File: config.mk
export PLATFORM = sky130hd
export DESIGN_NAME = urf_rx_status
export DESIGN_NICKNAME = d
export VERILOG_FILES = /design/src/design/urf_rx_status.v
export VERILOG_INCLUDE_DIRS = /design/src /design/src/design
export SDC_FILE = /design/constraint.sdc
export NUM_CORES = 1
export LEC_CHECK = 0
export BUFFER_PORTS_ARGS = -buffer_cell sky130_fd_sc_hd__buf_2
export CAP_MARGIN = 5
export CORE_MARGIN = 5
export CORE_UTILIZATION = 50
export CTS_CLUSTER_SIZE = 30
export DETAILED_ROUTE_END_ITERATION = 7
export GPL_ROUTABILITY_DRIVEN = 0
export HOLD_SLACK_MARGIN = 0.1
export MAX_ROUTING_LAYER = met4
export PLACE_DENSITY = 0.67
export SYNTH_ARGS = -nofsm -noshare
export SYNTH_HDL_FRONTEND = slang
export SYNTH_SLANG_ARGS = --single-unit
File: constraint.sdc
create_clock -name CLOCK_IN -period 3.7 [get_ports CLOCK_IN]
set_input_delay 0.37 -clock CLOCK_IN [delete_from_list [all_inputs] [get_ports CLOCK_IN]]
set_output_delay 0.37 -clock CLOCK_IN [all_outputs]
set_load 0.03 [all_outputs]
File: src/design/urf_consts.vh
// constants for the serial receive status flag block
`ifndef URF_CONSTS_VH
`define URF_CONSTS_VH

// register byte offsets on the apb bus
`define URF_OFF_STATUS    8'h00
`define URF_OFF_DATA      8'h04
`define URF_OFF_CTRL      8'h08
`define URF_OFF_BAUD      8'h0C
`define URF_OFF_INT_STAT  8'h10
`define URF_OFF_INT_MASK  8'h14

// status flag positions, shared by status, int status and int mask
`define URF_BIT_RX_BUFFER_FULL_FLAG      5
`define URF_BIT_IDLE      4
`define URF_BIT_OVR       3
`define URF_BIT_NOISE     2
`define URF_BIT_FERR      1
`define URF_BIT_PERR      0

// control register fields
`define URF_CTRL_PAR_EN   0
`define URF_CTRL_PAR_ODD  1
`define URF_CTRL_NINE     2
`define URF_CTRL_QSTOP    3
`define URF_CTRL_RX_EN    4

// reset values
`define URF_CTRL_RST      5'h10
`define URF_BAUD_RST      13'h000D
`define URF_MASK_RST      6'h00

// oversampling: ticks per bit and sample windows
`define URF_TICK_LAST     4'hF
`define URF_START_FIRST   4'h3
`define URF_START_LAST    4'h9
`define URF_BIT_FIRST     4'h7
`define URF_BIT_LAST      4'h9

// idle line length in ticks: 10 or 11 bit times of 16 ticks
`define URF_IDLE_SHORT    8'hA0
`define URF_IDLE_LONG     8'hB0

`endif

File: src/design/urf_rx_status.v
// serial receiver with status flags, clear sequences and apb registers
//
// Implementation choices: the APB slave port and the address map.
`timescale 1ns/1ps
`include "urf_consts.vh"

// Behaviour
// - buffer-full flag sets when a finished character moves into the buffer.
// - buffer-full clears by status read with flag set, then data read.
// - idle flag sets after one character time (10 or 11 bits) of high line.
// - start-bit mode counts idle from after the start bit, stop bit included.
// - stop-bit mode counts idle only after the stop bit.
// - idle flag clears by status read with flag set, then data read.
// - after clearing, idle sets again only after a new buffer-full set.
// - overrun sets when a character arrives unread buffer; new one is dropped.
// - overrun clears by status read with flag set, then data read.
// - seven samples in the start bit, three in each data and stop bit.
// - any disagreeing sample in a frame sets noise with buffer-full.
// - noise clears by status read, then data read.
// - low stop bit sets framing error together with buffer-full.
// - framing error clears by status read with flag set, then data read.
// - enabled parity mismatch sets parity error with buffer-full.
// - parity error clears by status read, then data read.
module urf_rx_status (
   input wire CLOCK_IN,
   input wire SYS_RST_IN,
   input wire PSEL_IN,
   input wire PENABLE_IN,
   input wire PWRITE_IN,
   input wire [7:0] PADDR_IN,
   input wire [31:0] PWDATA_IN,
   output wire [31:0] PRDATA_OUT,
   output wire PREADY_OUT,
   output wire PSLVERR_OUT,
   input wire RXD_IN,
   output wire IRQ_OUT
);

   localparam ST_IDLE = 2'h0;
   localparam ST_START = 2'h1;
   localparam ST_DATA = 2'h2;
   localparam ST_STOP = 2'h3;

   // majority of three samples
   function maj3;
      input [2:0] s;
      begin
         maj3 = (s[0] & s[1]) | (s[0] & s[2]) | (s[1] & s[2]);
      end
   endfunction

   // true when the samples of one bit do not all agree
   function disagree;
      input [6:0] s;
      input start;
      begin
         if (start)
            disagree = (s != 7'h00) && (s != 7'h7F);
         else
            disagree = (s[2:0] != 3'h0) && (s[2:0] != 3'h7);
      end
   endfunction

   // number of high samples among seven
   function [2:0] ones7;
      input [6:0] s;
      integer i;
      begin
         ones7 = 3'h0;
         for (i = 0; i < 7; i = i + 1) begin
            ones7 = ones7 + {2'h0, s[i]};
         end
      end
   endfunction

   reg rx_s_reg;
   reg [12:0] div_cnt_reg;
   reg [1:0] state_reg;
   reg [3:0] phase_reg;
   reg [3:0] bit_cnt_reg;
   reg [6:0] samp_reg;
   reg [8:0] shift_reg;
   reg noise_acc_reg;
   reg par_acc_reg;
   reg [7:0] idle_cnt_reg;
   reg idle_arm_reg;
   reg rx_buffer_full_flag_reg;
   reg idle_reg;
   reg ovr_reg;
   reg nf_reg;
   reg fe_reg;
   reg pf_reg;
   reg [8:0] data_reg;
   reg [5:0] armed_reg;
   reg [4:0] ctrl_reg;
   reg [12:0] baud_reg;
   reg [5:0] int_stat_reg;
   reg [5:0] int_mask_reg;
   reg irq_reg;
   reg [31:0] prdata_reg;
   reg ready_reg;
   reg slverr_reg;

   reg [31:0] rd_mux;
   reg rd_mapped;

   wire par_en = ctrl_reg[`URF_CTRL_PAR_EN];
   wire par_odd = ctrl_reg[`URF_CTRL_PAR_ODD];
   wire nine = ctrl_reg[`URF_CTRL_NINE];
   wire quiet_count_start_select = ctrl_reg[`URF_CTRL_QSTOP];
   wire rx_en = ctrl_reg[`URF_CTRL_RX_EN];

   // oversampling tick, sixteen per bit time
   wire tick = (div_cnt_reg == 13'h0000);
   wire is_start = (state_reg == ST_START);
   wire bit_end = tick && (phase_reg == `URF_TICK_LAST);
   wire in_win = is_start ?
      (phase_reg >= `URF_START_FIRST && phase_reg <= `URF_START_LAST) :
      (phase_reg >= `URF_BIT_FIRST && phase_reg <= `URF_BIT_LAST);
   wire bit_val = maj3(samp_reg[2:0]);
   wire bit_noisy = disagree(samp_reg, is_start);
   wire [3:0] last_bit = nine ? 4'h8 : 4'h7;

   // end of the stop bit: a character is ready for the buffer
   wire frame_done = bit_end && (state_reg == ST_STOP);
   wire fr_noise = noise_acc_reg | bit_noisy;
   wire fr_ferr = ~bit_val;
   wire fr_perr = par_en & (par_acc_reg ^ par_odd);
   wire [8:0] fr_data = nine ? shift_reg : {1'b0, shift_reg[8:1]};

   // apb access phase, taken at the edge where pready is high
   wire apb_acc = PSEL_IN && PENABLE_IN && ready_reg;
   wire apb_rd = apb_acc && !PWRITE_IN;
   wire apb_wr = apb_acc && PWRITE_IN;
   wire rd_stat = apb_rd && (PADDR_IN == `URF_OFF_STATUS);
   wire rd_data = apb_rd && (PADDR_IN == `URF_OFF_DATA);
   wire rd_int = apb_rd && (PADDR_IN == `URF_OFF_INT_STAT);

   wire [5:0] clr = rd_data ? armed_reg : 6'h00;

   wire load = frame_done && (!rx_buffer_full_flag_reg || clr[`URF_BIT_RX_BUFFER_FULL_FLAG]);
   wire ovr_set = frame_done && !load;

   wire [7:0] idle_target = nine ? `URF_IDLE_LONG : `URF_IDLE_SHORT;
   // stop-bit mode keeps the count cleared to zero during the whole frame
   wire idle_hold = quiet_count_start_select && (state_reg != ST_IDLE);
   // one character time of high line
   wire idle_hit = tick && rx_s_reg && !idle_hold &&
      (idle_cnt_reg == idle_target - 8'h01);
   wire idle_set = idle_hit && idle_arm_reg;

   wire [5:0] status = {rx_buffer_full_flag_reg, idle_reg, ovr_reg, nf_reg, fe_reg, pf_reg};
   wire [5:0] events = {load, idle_set, ovr_set, load & fr_noise,
      load & fr_ferr, load & fr_perr};
   wire [5:0] int_clr = rd_int ? prdata_reg[5:0] : 6'h00;
   // set wins over a read clear
   wire [5:0] int_stat_next = events | (int_stat_reg & ~int_clr);

   always @(posedge CLOCK_IN) begin
      if (SYS_RST_IN) begin
         rx_s_reg <= 1'b1;
         div_cnt_reg <= 13'h0000;
      end else begin
         rx_s_reg <= RXD_IN;
         if (tick)
            div_cnt_reg <= (baud_reg == 13'h0000) ? 13'h0000 :
               baud_reg - 13'h0001;
         else
            div_cnt_reg <= div_cnt_reg - 13'h0001;
      end
   end

   // frame receiver
   always @(posedge CLOCK_IN) begin
      if (SYS_RST_IN) begin
         state_reg <= ST_IDLE;
         phase_reg <= 4'h0;
         bit_cnt_reg <= 4'h0;
         samp_reg <= 7'h00;
         shift_reg <= 9'h000;
         noise_acc_reg <= 1'b0;
         par_acc_reg <= 1'b0;
      end else if (!rx_en) begin
         state_reg <= ST_IDLE;
         phase_reg <= 4'h0;
         samp_reg <= 7'h00;
      end else if (tick) begin
         if (state_reg != ST_IDLE) begin
            phase_reg <= phase_reg + 4'h1;
         end
         if (bit_end)
            samp_reg <= 7'h00;
         else if (state_reg != ST_IDLE && in_win)
            samp_reg <= {samp_reg[5:0], rx_s_reg};
         case (state_reg)
            ST_IDLE: begin
               // a low line at a tick opens a possible start bit
               if (!rx_s_reg) begin
                  state_reg <= ST_START;
                  phase_reg <= 4'h1;
                  samp_reg <= 7'h00;
               end
            end
            ST_START: begin
               if (bit_end) begin
                  // a mostly high start bit is a glitch, not a frame
                  if (ones7(samp_reg) >= 3'h4) begin
                     state_reg <= ST_IDLE;
                  end else begin
                     state_reg <= ST_DATA;
                     bit_cnt_reg <= 4'h0;
                     noise_acc_reg <= bit_noisy;
                     par_acc_reg <= 1'b0;
                  end
               end
            end
            ST_DATA: begin
               if (bit_end) begin
                  shift_reg <= {bit_val, shift_reg[8:1]};
                  par_acc_reg <= par_acc_reg ^ bit_val;
                  noise_acc_reg <= noise_acc_reg | bit_noisy;
                  bit_cnt_reg <= bit_cnt_reg + 4'h1;
                  if (bit_cnt_reg == last_bit)
                     state_reg <= ST_STOP;
               end
            end
            ST_STOP: begin
               if (bit_end)
                  state_reg <= ST_IDLE;
            end
            default: begin
               state_reg <= ST_IDLE;
            end
         endcase
      end
   end

   // idle line counter in ticks, saturating at one character time
   always @(posedge CLOCK_IN) begin
      if (SYS_RST_IN) begin
         idle_cnt_reg <= 8'h00;
      end else if (!rx_s_reg || idle_hold) begin
         // any low sample restarts the count; high data bits count in start-bit mode only
         idle_cnt_reg <= 8'h00;
      end else if (tick && idle_cnt_reg != idle_target) begin
         idle_cnt_reg <= idle_cnt_reg + 8'h01;
      end
   end

   // status flags and receive buffer
   always @(posedge CLOCK_IN) begin
      if (SYS_RST_IN) begin
         rx_buffer_full_flag_reg <= 1'b0;
         idle_reg <= 1'b0;
         ovr_reg <= 1'b0;
         nf_reg <= 1'b0;
         fe_reg <= 1'b0;
         pf_reg <= 1'b0;
         data_reg <= 9'h000;
         armed_reg <= 6'h00;
         idle_arm_reg <= 1'b0;
      end else begin
         rx_buffer_full_flag_reg <= load | (rx_buffer_full_flag_reg & ~clr[`URF_BIT_RX_BUFFER_FULL_FLAG]);
         idle_reg <= idle_set | (idle_reg & ~clr[`URF_BIT_IDLE]);
         ovr_reg <= ovr_set | (ovr_reg & ~clr[`URF_BIT_OVR]);
         nf_reg <= (load & fr_noise) | (nf_reg & ~clr[`URF_BIT_NOISE]);
         fe_reg <= (load & fr_ferr) | (fe_reg & ~clr[`URF_BIT_FERR]);
         pf_reg <= (load & fr_perr) | (pf_reg & ~clr[`URF_BIT_PERR]);
         if (load)
            data_reg <= fr_data;
         // rearm idle detection on a new character
         if (load)
            idle_arm_reg <= 1'b1;
         else if (idle_set)
            idle_arm_reg <= 1'b0;
         // arm the flags software saw set
         if (rd_stat)
            armed_reg <= prdata_reg[5:0] & status;
         else if (rd_data)
            armed_reg <= 6'h00;
      end
   end

   // control registers and interrupt
   always @(posedge CLOCK_IN) begin
      if (SYS_RST_IN) begin
         ctrl_reg <= `URF_CTRL_RST;
         baud_reg <= `URF_BAUD_RST;
         int_mask_reg <= `URF_MASK_RST;
         int_stat_reg <= 6'h00;
         irq_reg <= 1'b0;
      end else begin
         if (apb_wr && PADDR_IN == `URF_OFF_CTRL)
            ctrl_reg <= PWDATA_IN[4:0];
         if (apb_wr && PADDR_IN == `URF_OFF_BAUD)
            baud_reg <= PWDATA_IN[12:0];
         if (apb_wr && PADDR_IN == `URF_OFF_INT_MASK)
            int_mask_reg <= PWDATA_IN[5:0];
         int_stat_reg <= int_stat_next;
         irq_reg <= |(int_stat_next & int_mask_reg);
      end
   end

   // read data, captured in the setup cycle
   always @* begin
      rd_mux = 32'h00000000;
      rd_mapped = 1'b1;
      case (PADDR_IN)
         `URF_OFF_STATUS: rd_mux = {26'h0000000, status};
         `URF_OFF_DATA: rd_mux = {23'h000000, data_reg};
         `URF_OFF_CTRL: rd_mux = {27'h0000000, ctrl_reg};
         `URF_OFF_BAUD: rd_mux = {19'h00000, baud_reg};
         `URF_OFF_INT_STAT: rd_mux = {26'h0000000, int_stat_reg};
         `URF_OFF_INT_MASK: rd_mux = {26'h0000000, int_mask_reg};
         default: rd_mapped = 1'b0;
      endcase
   end

   // one wait-free access phase; the answer is registered so the bus
   // outputs stay glitch free, the cost is a read value one cycle old
   always @(posedge CLOCK_IN) begin
      if (SYS_RST_IN) begin
         ready_reg <= 1'b0;
         prdata_reg <= 32'h00000000;
         slverr_reg <= 1'b0;
      end else if (PSEL_IN && !PENABLE_IN) begin
         ready_reg <= 1'b1;
         prdata_reg <= PWRITE_IN ? 32'h00000000 : rd_mux;
         slverr_reg <= !rd_mapped;
      end else begin
         ready_reg <= 1'b0;
         prdata_reg <= 32'h00000000;
         slverr_reg <= 1'b0;
      end
   end

   assign PRDATA_OUT = prdata_reg;
   assign PREADY_OUT = ready_reg;
   assign PSLVERR_OUT = slverr_reg;
   assign IRQ_OUT = irq_reg;

endmodule

==> impl_results.md <==
* Status: finished clean
* Post-Syn Area at 5830 um^2
* First-pass GRT wire length at 23500 um
* Sw Pwr at 928 uW
* Fin crit period at between 3000 and 4000 ps
* Synth Register Bits at 118
* PwrDens at roughly 520 nW/um^2
* Core Footprint at 11400 um^2
* # setup viols final at 0
* Max cap viols at 0
* Fillers at 1045
* Final worst path period share at 88.6%
* Seq/Total Area, Yosys at 40.5%
* RSZ-0062 raised after global routing: false
* Dominant synthesized flop cell: dfxtp_1
* YS warnings at 0
* CTS root buffer: clkbuf_16
* Post-synth EDFFs at 0
* WP data arrival at approximately 3600 ps
* Final hold violation count at 0
* Initial DRT Pass Iterations at 5
* Starting DRT DRC Count at 498
* H-tree depth at 4
* Area Overhead vs Synth at 13.0%
* Top cells by count, synth: dfxtp_1, nor2_1, nand2_1, a21oi_1, clkbuf_1
* Ant. Diodes at 0
* GRT Util Overall at 21.4%
* Initial antenna violation count at 0
* Post-synth top area share at 40.5%
* Pleak at 2.61 nW
* Initial Utilization at between 50 and 60%
* Clock latency on the worst-skew pair at 410 ps
* Switching share of power at 27.1%
* Max Clk Rate at ~0.31 GHz
* IO Count at between 80 and 90
* Grt ovf at 0
* Port Buffers at 42
* Routed Antenna Nets at 0
* Die X at ~120 um
* Routed wire length at roughly 14000 um
* Fin area at 6590 um^2
* Post-synth top area cell: dfxtp_1
* Clock group share of total power at 43.3%
* Crit path max fanout at 6
* # rows at 39
* Vias in the first global route at 4703
* Critical path class: reg2reg
* Peak supply drop at ~0.49 mV
* Total power at around 3.4 mW
* Register share of total power at about two fifths
* Final WS setup at between 400 and 500 ps
* Startpoint Class: register
* CTS Buf Count at 17
* Async S/R FF share, synth at 0%
* Clock Pin Slew Worst Setup and Hold Paths at ~50 ps
* Most numerous cell in the Yosys netlist: dfxtp_1
* Avg Inst Size Synth at 8.51 um^2
* Slew HR at 46.2%
* Endpoint class of the critical path: register
* WP data required at 4040 ps
* Pins Over Slew Limit at 0
* DP Area at 6050 um^2
* Fraction of layout cells with a size suffix above 1 at 13.6%
* DR vias/cell at between 5 and 6
* DR DRC count at 0
* Comb pwr share at 16.8%
* Hold buffers post-CTS at 0
* Post-CTS setup buffers at 0
* Worst min path class: in2reg
* TNS Setup at 0 ps
* Tightest Pin Transition at 796 ps
* DIE AREA at 13900 um^2
* Place WS at 461 ps
* Internal Pwr Total at between 2 and 2.5 mW
* DR vias at 5030
* CTS Sinks at approximately 120
* Pin count of the biggest net entering global routing at 30
* Chip height at 118 um
* Cts repair resizes at 0
* Unique masters post-synth at 62
* Top cells by area, synth: dfxtp_1, nor2_1, mux2i_1
* CTS tree: built
* Syn Inst Count at 685
* Layout net count at around 780
* Dpl hpwl at a little over 10000 um
* Max clock buf depth at 2
* Clock skew at around 13 ps
* Wire per inst at between 15 and 20 um
* Final core occ at 57.7%
-- layout make-up --
| cell class | count | area, um^2 | share of cell area, % |
|---|---|---|---|
| multi-input combinational | 499 | 3130 | 47.4 |
| sequential | 118 | 2360 | 35.9 |
| clock buffer | 25 | 515 | 7.82 |
| timing repair buffer | 51 | 278 | 4.22 |
| tap | 143 | 179 | 2.72 |
| inverter | 29 | 109 | 1.65 |
| clock inverter | 4 | 20.0 | 0.304 |
-- through the flow --
stage               hold slack [ps]  instances
detailed placement              451        840
floorplan                       432        703
global route                    128        869
finish                          138        869
CTS                             120        869
global placement                445        840
-- cell usage in the layout (no fill, tap or decap), types with 3 or more instances in the layout --
cell type / count
nand2b_1: 5
inv_1: 29
dfxtp_1: 118
a31oi_1: 5
o21ai_0: 23
nor2b_1: 5
conb_1: 19
nor3_1: 10
and3_1: 12
clkbuf_8: 6
nand3_1: 27
or4_1: 8
clkinv_2: 4
a211o_1: 5
clkbuf_16: 17
a211oi_1: 4
a221oi_1: 4
nor4_1: 9
ha_1: 12
and2_1: 6
or3_1: 8
buf_4: 9
o211ai_1: 3
or2_2: 5
a22oi_1: 21
a211oi_2: 7
xor2_1: 20
mux2i_1: 28
and4_1: 4
nand4_1: 11
a32oi_1: 6
nor2_1: 78
nand2_1: 55
a21oi_1: 54
o31ai_1: 3
buf_2: 42
xnor2_1: 8
-- critical path, cell delays in order (launching register included) --
cell	delay, ps
dfxtp_1	360
fa_1	560
inv_1	50
fa_1	470
inv_1	40
ha_1	270
a21o_1	170
a2111oi_0	570
nand4_1	320
a21bo_2	270
a21oi_1	140
-- path summary, 6_finish.rpt --
path	slack [ps]	depth (start not counted)	startpoint	end
setup / recovery	420	10	samp_reg[0]	noise_acc_reg
hold / removal	140	2	RXD_IN	rx_s_reg
setup reg to reg	420	10	samp_reg[0]	noise_acc_reg
hold reg to reg	450	2	shift_reg[0]	shift_reg[0]
-- routing by layer --
metal | part of all wire, % | up-vias | wire, um | global-route usage [%]
met5 | 0 | - | 0 | -
met3 | 6.6 | 18 | 935 | 5.24
met4 | 1.5 | 0 | 212 | 7.60
met1 | 45 | 2395 | 6360 | 27.4
li1 | - | 2461 | - | -
met2 | 47 | 156 | 6650 | 33.0
-- cell families (layout without fill, tap and decap cells) --
group           after synthesis  after routing  share of synthesized area [%]
compound gates              152            152                           17.5
flops                       118            118                           40.5
xor+xnor                     28             28                           4.21
mux                          28             28                           4.81
buf+inv                      86            109                           7.06
fa+ha+maj                    14             14                           3.26
simple gates                258            258                           22.5
other cells                   1             19                         0.0643
-- power by group through the flow --
stage / Clock (mW) / Sequential [mW] / Combinational (mW)
after global routing: 1.57 / 1.37 / 0.640
final: 1.48 / 1.37 / 0.574
after CTS: 1.51 / 1.37 / 0.575
after detailed placement: 0 / 1.39 / 0.569
after global placement: 0 / 1.39 / 0.550
after floorplan: 0 / 1.38 / 0.476
Note: power is estimated with default switching activity, not from simulation.
